$ cat src/shared/input_line_pkg.sv
/*
 * constants, field layouts, register map and types for the input line channel.
 * assumes a 25 MHz module clock and an apb slave with 8-bit byte addresses.
 */
package input_line_pkg;

    // ------------------------------------------------------------------
    // timing
    // ------------------------------------------------------------------
    localparam int CLK_PERIOD_NS  = 40;
    localparam int TICK_NS        = 100000;                     // 0.1 ms width unit
    localparam int TICK_CYCLES    = (TICK_NS + CLK_PERIOD_NS - 1) / CLK_PERIOD_NS;
    localparam int GATE_NS        = 1000000000;                 // one second gate
    localparam int GATE_TICKS     = GATE_NS / TICK_NS;
    localparam int TICK_CNT_BITS  = 12;
    localparam int GATE_CNT_BITS  = 16;
    localparam int WIDTH_BITS     = 16;
    localparam int COUNT_BITS     = 32;

    // ------------------------------------------------------------------
    // register map (byte addresses)
    // ------------------------------------------------------------------
    localparam int          ADDR_BITS     = 8;
    localparam logic [7:0]  ADDR_CTRL     = 8'h00;
    localparam logic [7:0]  ADDR_CMD      = 8'h04;
    localparam logic [7:0]  ADDR_LOW_W    = 8'h08;
    localparam logic [7:0]  ADDR_HIGH_W   = 8'h0c;
    localparam logic [7:0]  ADDR_STATUS   = 8'h10;
    localparam logic [7:0]  ADDR_COUNT    = 8'h14;
    localparam logic [7:0]  ADDR_FREQ     = 8'h18;
    localparam logic [7:0]  ADDR_IRQ_STAT = 8'h1c;
    localparam logic [7:0]  ADDR_IRQ_MASK = 8'h20;

    // ------------------------------------------------------------------
    // field positions
    // ------------------------------------------------------------------
    localparam int MODE_BITS      = 3;
    localparam int CTRL_MODE_LSB  = 0;
    localparam int CTRL_INVERT    = 3;
    localparam int CTRL_FILTER    = 4;
    localparam int CTRL_RETAIN    = 5;
    localparam int CMD_COMMIT     = 0;
    localparam int CMD_START      = 1;
    localparam int CMD_STOP       = 2;
    localparam int CMD_CLEAR      = 3;
    localparam int CMD_CLR_LATCH  = 4;
    localparam int STAT_LEVEL     = 0;
    localparam int STAT_LATCH     = 1;
    localparam int STAT_RUN       = 2;
    localparam int STAT_MODE_LSB  = 4;
    localparam int IRQ_BITS       = 3;
    localparam int IRQ_LATCH      = 0;
    localparam int IRQ_FREQ       = 1;
    localparam int IRQ_WRAP       = 2;

    // ------------------------------------------------------------------
    // reset values
    // ------------------------------------------------------------------
    localparam logic [15:0] WIDTH_RESET   = 16'h0001;
    localparam logic [31:0] ZERO_WORD     = 32'h0000_0000;

    // ------------------------------------------------------------------
    // types
    // ------------------------------------------------------------------
    typedef enum logic [2:0] {
        MODE_LEVEL      = 3'b000,
        MODE_COUNTER    = 3'b001,
        MODE_RISE_LATCH = 3'b010,
        MODE_FALL_LATCH = 3'b011,
        MODE_FREQUENCY  = 3'b100
    } input_line_function_select_type;

    // a written code is usable only if it names one of the five functions
    function automatic logic legal_mode(input logic [MODE_BITS-1:0] code);
        legal_mode = (code <= 3'b100);
    endfunction

endpackage

$ cat src/verilog/input_line_channel.sv
/*
 * one conditioned digital input line with level, counter, edge latch and
 * frequency functions, apb register file and a masked level interrupt.
 * assumes a 25 MHz clk, synchronous active-low nrst at power-on, an apb
 * master on the same clock and a non-volatile store for the count.
 */
// The register addresses and the APB interface to the registers were decided locally.
`timescale 1ns/1ps

// What this block does
// - one function active at a time; a new function applies only on commit.
// - invert setting complements the sampled level before all downstream logic.
// - filter can be switched per channel; when off the level passes through.
// - filtered level changes only after persisting its programmed low or high width.
// - counter function counts each pulse; host can read the count.
// - count advances only while started; stop freezes without clearing.
// - clear command sets the count to zero.
// - with retention the count resumes from the stored value at power-on.
// - rising latch function sets latch status on low-to-high until host clears.
// - falling latch function sets latch status on high-to-low until host clears.
// - frequency function measures input frequency; host can read the result.
module input_line_channel #(
    parameter int TICK_CYCLES_P = input_line_pkg::TICK_CYCLES,
    parameter int GATE_TICKS_P  = input_line_pkg::GATE_TICKS
) (
    // clock and reset
    input  wire logic                                clk,
    input  wire logic                                nrst,
    // apb slave
    input  wire logic                                psel,
    input  wire logic                                penable,
    input  wire logic                                pwrite,
    input  wire logic [input_line_pkg::ADDR_BITS-1:0] paddr,
    input  wire logic [31:0]                         pwdata,
    output logic      [31:0]                         prdata,
    output logic                                     pready,
    output logic                                     pslverr,
    // field input
    input  wire logic                                input_line,
    // power-on retention
    input  wire logic                                retain_at_power_on,
    input  wire logic [input_line_pkg::COUNT_BITS-1:0] kept_count,
    output logic      [input_line_pkg::COUNT_BITS-1:0] count_to_keep,
    output logic                                     count_keep_enable,
    // status
    output logic                                     input_line_level_indicator,
    output logic                                     irq
);
    import input_line_pkg::*;

    // ------------------------------------------------------------------
    // state
    // ------------------------------------------------------------------
    typedef struct packed {
        logic [MODE_BITS-1:0]           pend_mode;
        logic                           invert;
        logic                           filt_en;
        logic                           retain;
        input_line_function_select_type mode;
        logic                           running;
        logic [WIDTH_BITS-1:0]          low_w;
        logic [WIDTH_BITS-1:0]          high_w;
        logic [COUNT_BITS-1:0]          count;
        logic [COUNT_BITS-1:0]          freq;
        logic [COUNT_BITS-1:0]          freq_acc;
        logic [GATE_CNT_BITS-1:0]       gate;
        logic [TICK_CNT_BITS-1:0]       tick_cnt;
        logic                           prev_lvl;
        logic                           latch;
        logic [IRQ_BITS-1:0]            irq_stat;
        logic [IRQ_BITS-1:0]            irq_mask;
        logic                           booted;
        logic [31:0]                    prdata;
        logic                           pready;
        logic                           pslverr;
        logic                           irq;
        logic                           indicator;
    } channel_state_type;

    channel_state_type r;
    channel_state_type next_r;

    logic synced;
    logic conditioned;
    logic tick;

    // ------------------------------------------------------------------
    // input conditioning
    // ------------------------------------------------------------------
    input_line_sync u_sync (
        .clk   (clk),
        .nrst  (nrst),
        .pin   (input_line),
        .level (synced)
    );

    // inversion sits ahead of the filter so widths refer to the active level
    input_line_filter u_filter (
        .clk        (clk),
        .nrst       (nrst),
        .tick       (tick),
        .enable     (r.filt_en),
        .low_width  (r.low_w),
        .high_width (r.high_w),
        .level_in   (synced ^ r.invert),
        .level_out  (conditioned)
    );

    // 0.1 ms enable pulse from the clock divider
    assign tick = (r.tick_cnt == TICK_CNT_BITS'(TICK_CYCLES_P - 1));

    // ------------------------------------------------------------------
    // next-state logic
    // ------------------------------------------------------------------
    logic                   access;
    logic                   wr;
    logic                   setup;
    logic                   rise;
    logic                   fall;
    logic                   cmd_commit;
    logic                   cmd_start;
    logic                   cmd_stop;
    logic                   cmd_clear;
    logic                   cmd_clr_latch;
    logic [IRQ_BITS-1:0]    irq_set;
    logic [IRQ_BITS-1:0]    irq_clr;
    logic [COUNT_BITS-1:0]  acc_inc;
    logic                   gate_end;

    always_comb begin
        next_r        = r;
        setup         = psel && !penable;
        access        = psel && penable && r.pready;
        wr            = access && pwrite;
        rise          = conditioned && !r.prev_lvl;
        fall          = !conditioned && r.prev_lvl;
        cmd_commit    = wr && (paddr == ADDR_CMD) && pwdata[CMD_COMMIT];
        cmd_start     = wr && (paddr == ADDR_CMD) && pwdata[CMD_START];
        cmd_stop      = wr && (paddr == ADDR_CMD) && pwdata[CMD_STOP];
        cmd_clear     = wr && (paddr == ADDR_CMD) && pwdata[CMD_CLEAR];
        cmd_clr_latch = wr && (paddr == ADDR_CMD) && pwdata[CMD_CLR_LATCH];
        irq_set       = '0;
        irq_clr       = '0;
        acc_inc       = r.freq_acc + {{(COUNT_BITS-1){1'b0}}, rise};
        gate_end      = tick && (r.gate == GATE_CNT_BITS'(GATE_TICKS_P - 1));

        // divider and edge history
        next_r.tick_cnt  = tick ? '0 : r.tick_cnt + TICK_CNT_BITS'(1);
        next_r.prev_lvl  = conditioned;
        next_r.indicator = conditioned;

        // configuration writes
        if (wr && paddr == ADDR_CTRL) begin
            next_r.pend_mode = pwdata[CTRL_MODE_LSB +: MODE_BITS];
            next_r.invert    = pwdata[CTRL_INVERT];
            next_r.filt_en   = pwdata[CTRL_FILTER];
            next_r.retain    = pwdata[CTRL_RETAIN];
        end
        if (wr && paddr == ADDR_LOW_W) begin
            next_r.low_w = pwdata[WIDTH_BITS-1:0];
        end
        if (wr && paddr == ADDR_HIGH_W) begin
            next_r.high_w = pwdata[WIDTH_BITS-1:0];
        end
        if (wr && paddr == ADDR_IRQ_MASK) begin
            next_r.irq_mask = pwdata[IRQ_BITS-1:0];
        end
        if (wr && paddr == ADDR_IRQ_STAT) begin
            irq_clr = pwdata[IRQ_BITS-1:0];
        end

        // pending function becomes active only on commit; illegal codes are ignored
        if (cmd_commit && legal_mode(r.pend_mode)) begin
            next_r.mode = input_line_function_select_type'(r.pend_mode);
        end

        // start and stop; stop wins if both are written together
        if (cmd_start) begin
            next_r.running = 1'b1;
        end
        if (cmd_stop) begin
            next_r.running = 1'b0;
        end

        // function logic on the conditioned level
        unique case (r.mode)
            MODE_LEVEL: begin
            end
            MODE_COUNTER: begin
                if (rise && r.running) begin
                    next_r.count = r.count + COUNT_BITS'(1);
                    if (&r.count) begin
                        irq_set[IRQ_WRAP] = 1'b1;
                    end
                end
            end
            MODE_RISE_LATCH: begin
                if (rise) begin
                    irq_set[IRQ_LATCH] = 1'b1;
                end
            end
            MODE_FALL_LATCH: begin
                if (fall) begin
                    irq_set[IRQ_LATCH] = 1'b1;
                end
            end
            MODE_FREQUENCY: begin
                if (gate_end) begin
                    next_r.freq     = acc_inc;
                    next_r.freq_acc = '0;
                    irq_set[IRQ_FREQ] = 1'b1;
                end else begin
                    next_r.freq_acc = acc_inc;
                end
            end
            default: begin
            end
        endcase

        // gate restarts whenever the frequency function is not active
        if (r.mode != MODE_FREQUENCY) begin
            next_r.gate     = '0;
            next_r.freq_acc = '0;
        end else if (gate_end) begin
            next_r.gate = '0;
        end else if (tick) begin
            next_r.gate = r.gate + GATE_CNT_BITS'(1);
        end

        // clear overrides a same-cycle count
        if (cmd_clear) begin
            next_r.count = '0;
        end

        // latch: set wins over clear; edges only ever set it
        if (cmd_clr_latch) begin
            next_r.latch = 1'b0;
        end
        if (irq_set[IRQ_LATCH]) begin
            next_r.latch = 1'b1;
        end

        // sticky interrupt status: a new event beats a same-cycle clear
        next_r.irq_stat = (r.irq_stat & ~irq_clr) | irq_set;
        next_r.irq      = |(next_r.irq_stat & next_r.irq_mask);

        // first cycle after reset release loads the count from the store, or zero without retention
        if (!r.booted) begin
            next_r.booted = 1'b1;
            next_r.retain = retain_at_power_on;
            next_r.count  = retain_at_power_on ? kept_count : ZERO_WORD;
        end

        // apb: answer is prepared at setup and released after the access edge
        next_r.pready = setup;
        if (setup) begin
            next_r.pslverr = 1'b0;
            next_r.prdata  = ZERO_WORD;
            unique case (paddr)
                ADDR_CTRL: begin
                    next_r.prdata[CTRL_MODE_LSB +: MODE_BITS] = r.pend_mode;
                    next_r.prdata[CTRL_INVERT]                = r.invert;
                    next_r.prdata[CTRL_FILTER]                = r.filt_en;
                    next_r.prdata[CTRL_RETAIN]                = r.retain;
                end
                ADDR_CMD: begin
                end
                ADDR_LOW_W: begin
                    next_r.prdata[WIDTH_BITS-1:0] = r.low_w;
                end
                ADDR_HIGH_W: begin
                    next_r.prdata[WIDTH_BITS-1:0] = r.high_w;
                end
                ADDR_STATUS: begin
                    next_r.prdata[STAT_LEVEL]                  = r.indicator;
                    next_r.prdata[STAT_LATCH]                  = r.latch;
                    next_r.prdata[STAT_RUN]                    = r.running;
                    next_r.prdata[STAT_MODE_LSB +: MODE_BITS]  = r.mode;
                end
                ADDR_COUNT: begin
                    next_r.prdata = r.count;
                end
                ADDR_FREQ: begin
                    next_r.prdata = r.freq;
                end
                ADDR_IRQ_STAT: begin
                    next_r.prdata[IRQ_BITS-1:0] = r.irq_stat;
                end
                ADDR_IRQ_MASK: begin
                    next_r.prdata[IRQ_BITS-1:0] = r.irq_mask;
                end
                default: begin
                    next_r.pslverr = 1'b1;                    // unmapped or misaligned
                end
            endcase
        end else if (access) begin
            next_r.pslverr = 1'b0;
            next_r.prdata  = ZERO_WORD;
        end
    end

    // ------------------------------------------------------------------
    // state register
    // ------------------------------------------------------------------
    always_ff @(posedge clk) begin
        if (!nrst) begin
            r        <= '0;
            r.mode   <= MODE_LEVEL;
            r.low_w  <= WIDTH_RESET;
            r.high_w <= WIDTH_RESET;
        end else begin
            r <= next_r;
        end
    end

    // ------------------------------------------------------------------
    // outputs, all straight from flops
    // ------------------------------------------------------------------
    assign prdata                     = r.prdata;
    assign pready                     = r.pready;
    assign pslverr                    = r.pslverr;
    assign count_to_keep              = r.count;
    assign count_keep_enable          = r.retain;
    assign input_line_level_indicator = r.indicator;
    assign irq                        = r.irq;

endmodule

$ cat src/verilog/input_line_filter.sv
/*
 * glitch filter with separate minimum low and high widths in tick units.
 * assumes tick is a one-cycle pulse every 0.1 ms from the same clock.
 */
`timescale 1ns/1ps
module input_line_filter (
    // clock and reset
    input  wire logic        clk,
    input  wire logic        nrst,
    // configuration
    input  wire logic        tick,
    input  wire logic        enable,
    input  wire logic [15:0] low_width,
    input  wire logic [15:0] high_width,
    // signal
    input  wire logic        level_in,
    output logic             level_out
);
    import input_line_pkg::*;

    typedef struct packed {
        logic                  accepted;
        logic [WIDTH_BITS-1:0] persist;
    } filter_state_type;

    filter_state_type      r;
    filter_state_type      next_r;
    logic [WIDTH_BITS-1:0] target_width;
    logic [WIDTH_BITS-1:0] persist_inc;

    // a width of zero acts as one tick; phase of the tick gives up to one tick of jitter
    always_comb begin
        next_r       = r;
        target_width = level_in ? high_width : low_width;
        persist_inc  = r.persist + WIDTH_BITS'(1);
        if (!enable) begin
            next_r.accepted = level_in;
            next_r.persist  = '0;
        end else if (level_in == r.accepted) begin
            next_r.persist  = '0;
        end else if (tick) begin
            if (persist_inc >= target_width) begin
                next_r.accepted = level_in;
                next_r.persist  = '0;
            end else begin
                next_r.persist  = persist_inc;
            end
        end
    end

    // state register
    always_ff @(posedge clk) begin
        if (!nrst) begin
            r <= '0;
        end else begin
            r <= next_r;
        end
    end

    assign level_out = r.accepted;

endmodule

$ cat src/verilog/input_line_sync.sv
/*
 * three-stage synchroniser with agreement check for the field pin.
 * assumes the pin is asynchronous to clk; output is a registered level.
 */
`timescale 1ns/1ps
module input_line_sync (
    // clock and reset
    input  wire logic clk,
    input  wire logic nrst,
    // pin side
    input  wire logic pin,
    // logic side
    output logic      level
);
    import input_line_pkg::*;

    typedef struct packed {
        logic s1;
        logic s2;
        logic s3;
        logic level;
    } sync_state_type;

    sync_state_type r;
    sync_state_type next_r;

    // s1 is read only by s2; the level moves once s2 and s3 agree
    always_comb begin
        next_r       = r;
        next_r.s1    = pin;
        next_r.s2    = r.s1;
        next_r.s3    = r.s2;
        if (r.s2 == r.s3) begin
            next_r.level = r.s3;
        end
    end

    // state register
    always_ff @(posedge clk) begin
        if (!nrst) begin
            r <= '0;
        end else begin
            r <= next_r;
        end
    end

    assign level = r.level;

endmodule
$ cat config.mk
export PLATFORM = sky130hd
export DESIGN_NAME = input_line_channel
export DESIGN_NICKNAME = d
export VERILOG_FILES = /design/src/shared/input_line_pkg.sv /design/src/verilog/input_line_channel.sv /design/src/verilog/input_line_filter.sv /design/src/verilog/input_line_sync.sv
export SDC_FILE = /design/constraint.sdc
export NUM_CORES = 1
export LEC_CHECK = 0
export CAP_MARGIN = 20
export CORE_ASPECT_RATIO = 1.4
export CORE_MARGIN = 3
export CORE_UTILIZATION = 40
export DETAILED_ROUTE_END_ITERATION = 8
export DONT_BUFFER_PORTS = 1
export SLEW_MARGIN = 25
export SYNTH_ARGS = -nofsm -noshare
export SYNTH_HDL_FRONTEND = slang
export SYNTH_SLANG_ARGS = --single-unit
export TNS_END_PERCENT = 100
$ cat constraint.sdc
create_clock -name clk -period 3.85 [get_ports clk]
set_input_delay 0.385 -clock clk [delete_from_list [all_inputs] [get_ports clk]]
set_output_delay 0.385 -clock clk [all_outputs]
set_load 0.005 [all_outputs]
==> reports/metrics.cfg <==
[outcome]
outcome = finished clean

[sta]
setup_tns_ns = 0
finalCritPeriodShare = 0.862
hold_violations = 0
worst_slew_pin_slew_ns = 1.06
slew_viol_final = 0
grt_setup_unrepaired = false
setup_violations = 0
finalClockSkew_ns = 0.0255
fin_crit_ns = 3.32
fmax_ghz = 0.301
max-slew-margin-rel = 0.291

[floorplan]
io_pins = 148
dieWidth_um = 152
chipHeight_um = 210
rows = 74
core_um2 = 29300
start_util = 0.406
dieArea_um2 = 31800

[global_routing]
grt_pass1_wl_um = 54700
grt_max_degree = 50
track_usage = 0.212
antenna_found_initial = 0
overflow = 0
grt_pass1_vias = 9896

[synthesis]
synthArstFlopShare = 0
synth.avg_cell_area_um2 = 8.27
yosysSeqAreaShare = 0.389
netlist_instances = 1437
synth_flop_cell = dfxtp_1
yosysWarnings = 0
synth_edf_count = 0
ys_ff_latch = 231
ys_types = 78
synth_fp_nets = 1538
netlist_area_um2 = 11900

[power]
combPwrFrac = 0.031
p_leak_nw = 4.65
worst_ir_drop_vdd_mv = 0.331
p_seq_frac = 0.441
finalPower_mw = 5.51
p_sw_mw = 1.16
switching_share = 0.210
powerDensity_nw_per_um2 = 423
clkPwrFrac = 0.528
intPower_mw = 4.35

[worst_setup_path]
rr_worst_depth = 12
end_kind = flip-flop
crit_type = reg2reg
crit_arrival_ns = 3.78
startpoint_type = flip-flop
crit_path_max_fanout = 15
cp.required_ns = 4.31

[routing]
wl_um = 35200
vias = 10400
wl_per_cell_um = 20.0
drtIter0Drc = 746
dr.pass1.iters = 6
ant_nets = 0
drt-vias-per-instance = 5.90
drc_errors = 0

[final_layout]
fill_cells = 2903
final-seq-area_um2 = 4620
area_growth_pct = 9.61
layout_common_cells = 231 x dfxtp_1, 196 x nand2_1, 117 x nor2_1, 85 x a21oi_1, 72 x o21ai_0
insertedDiodeCount = 0
nNetsFinal = 1466
multiInputGateArea_um2 = 6370
final_common_cell = dfxtp_1
drive_above_1_share = 0.0774
stdcell_area_um2 = 13000

[cts]
clock_path_buffers = 3
path_clk_slew_ns = 0.07
cts_tree = built
cts_resized = 0
holdBufCountCts = 25
h-tree-depth = 1
worstSkewPairLatency_ns = 0.54
cts_setup_buffers = 0
cts_sinks = 231
cts_buffers = 26
clockRootBuffer = clkbuf_16

[placed_design]
io_buffers = 0
gp_congestion = 0.908
hpwl_um = 24300
placed_area_um2 = 11700

[min_path]
min_path_type = in2reg
holdPathStages = 2

[run]
cap_viol_max_count = 0

power groups by stage:
stage,Clock [mW],Sequential (mW),Combinational [mW]
CTS,2.97,2.43,0.166
detailed placement,0,2.48,0.130
global route,3.04,2.43,0.186
global placement,0,2.48,0.128
floorplan,0,2.47,0.124
finish,2.91,2.43,0.173
layout make-up:
cell class	instances	share of cell area
flip-flops and latches	231	0.355
inverters	22	0.00634
multi-input cells	1035	0.489
clock inverters	17	0.0255
clock buffers	29	0.0523
well taps	380	0.0365
repair buffers	49	0.0353
cell usage after synthesis, drive strengths merged, types with 5 or more instances:
master   number  area [um^2]
a211oi       24          180
a21o          6         45.0
a21oi        92          479
a222oi       10          100
a22o         20          175
a22oi        27          203
a2bb2oi       5         43.8
a31oi         6         37.5
a32o          6         60.1
and2         19          119
and3         30          188
and4         16          140
buf          82          582
clkbuf       67          251
dfxtp       231         4620
ha           22          275
inv          21         78.8
mux2          8         90.1
mux2i        28          280
nand2       196          736
nand2b        8         50.1
nand3        60          300
nand4        43          269
nor2        117          439
nor3         28          156
nor3b         5         42.5
nor4         23          178
nor4b         7         61.3
o211ai        9         67.6
o21a          5         37.5
o21ai        78          390
o221a         5         56.3
o31ai         5         37.5
or3           5         36.3
or4           7         56.3
xnor2        25          226
xor2         46          403
flip-flops by register name, indices dropped and copies added (netlist names):
| register | flops |
|---|---|
| u_filter.level_out | 1 |
| irq | 1 |
| u_filter.r | 16 |
| r | 141 |
| u_sync.next_r | 2 |
| count_to_keep | 32 |
| input_line_level_indicator | 1 |
| pslverr | 1 |
| pready | 1 |
| count_keep_enable | 1 |
| prdata | 32 |
| u_sync.r | 1 |
| u_sync.level | 1 |
path summary, 6_finish.rpt:
path              slack [ns]           endpoint             start
setup reg to reg        0.53      u_filter.r[5]     u_filter.r[0]
hold reg to reg         0.46   u_sync.next_r[1]  u_sync.next_r[2]
hold / removal          0.02  count_to_keep[23]              nrst
setup / recovery        0.53      u_filter.r[5]     u_filter.r[0]
layer usage:
layer / up-vias / GRT usage / routed length, um
li1: 4990 / - / -
met1: 4948 / 0.283 / 14700
met2: 395 / 0.344 / 16500
met3: 71 / 0.0320 / 2520
met4: 0 / 0.0843 / 1450
met5: - / 0 / 0
worst max-delay path: stages (launching register included):
cell      delay (ns)
dfxtp_1         0.42
ha_1            0.28
nand3_1         0.24
nor2_1          0.19
and4_1          0.23
xor2_1          0.30
ha_1            0.31
a41oi_1         0.21
o21ai_0         0.16
a211oi_1        0.25
buf_4           0.24
o21a_1          0.27
a22o_1          0.17
through the flow:
step | utilization | hold WS [ns] | cells | worst slack [ns]
2_1_floorplan | - | 0.412 | 1437 | 0.870
3_3_place_gp | 0.401 | 0.421 | 1691 | 0.644
3_5_place_dp | 0.401 | 0.420 | 1691 | 0.558
4_1_cts | 0.444 | 0.0000962 | 1762 | 0.538
5_1_grt | 0.445 | 0.0135 | 1763 | 0.220
6_report | 0.445 | 0.0240 | 1763 | 0.533
cells by family (layout without fill, tap and decap cells):
group | after synthesis | count (layout) | synth area share
flops | 231 | 231 | 0.389
xor+xnor | 71 | 71 | 0.0530
mux | 37 | 37 | 0.0331
fa+ha+maj | 22 | 22 | 0.0232
buf+inv | 171 | 117 | 0.0771
compound gates | 325 | 325 | 0.181
simple gates | 580 | 580 | 0.244
Note: power is estimated with default switching activity, not from simulation.
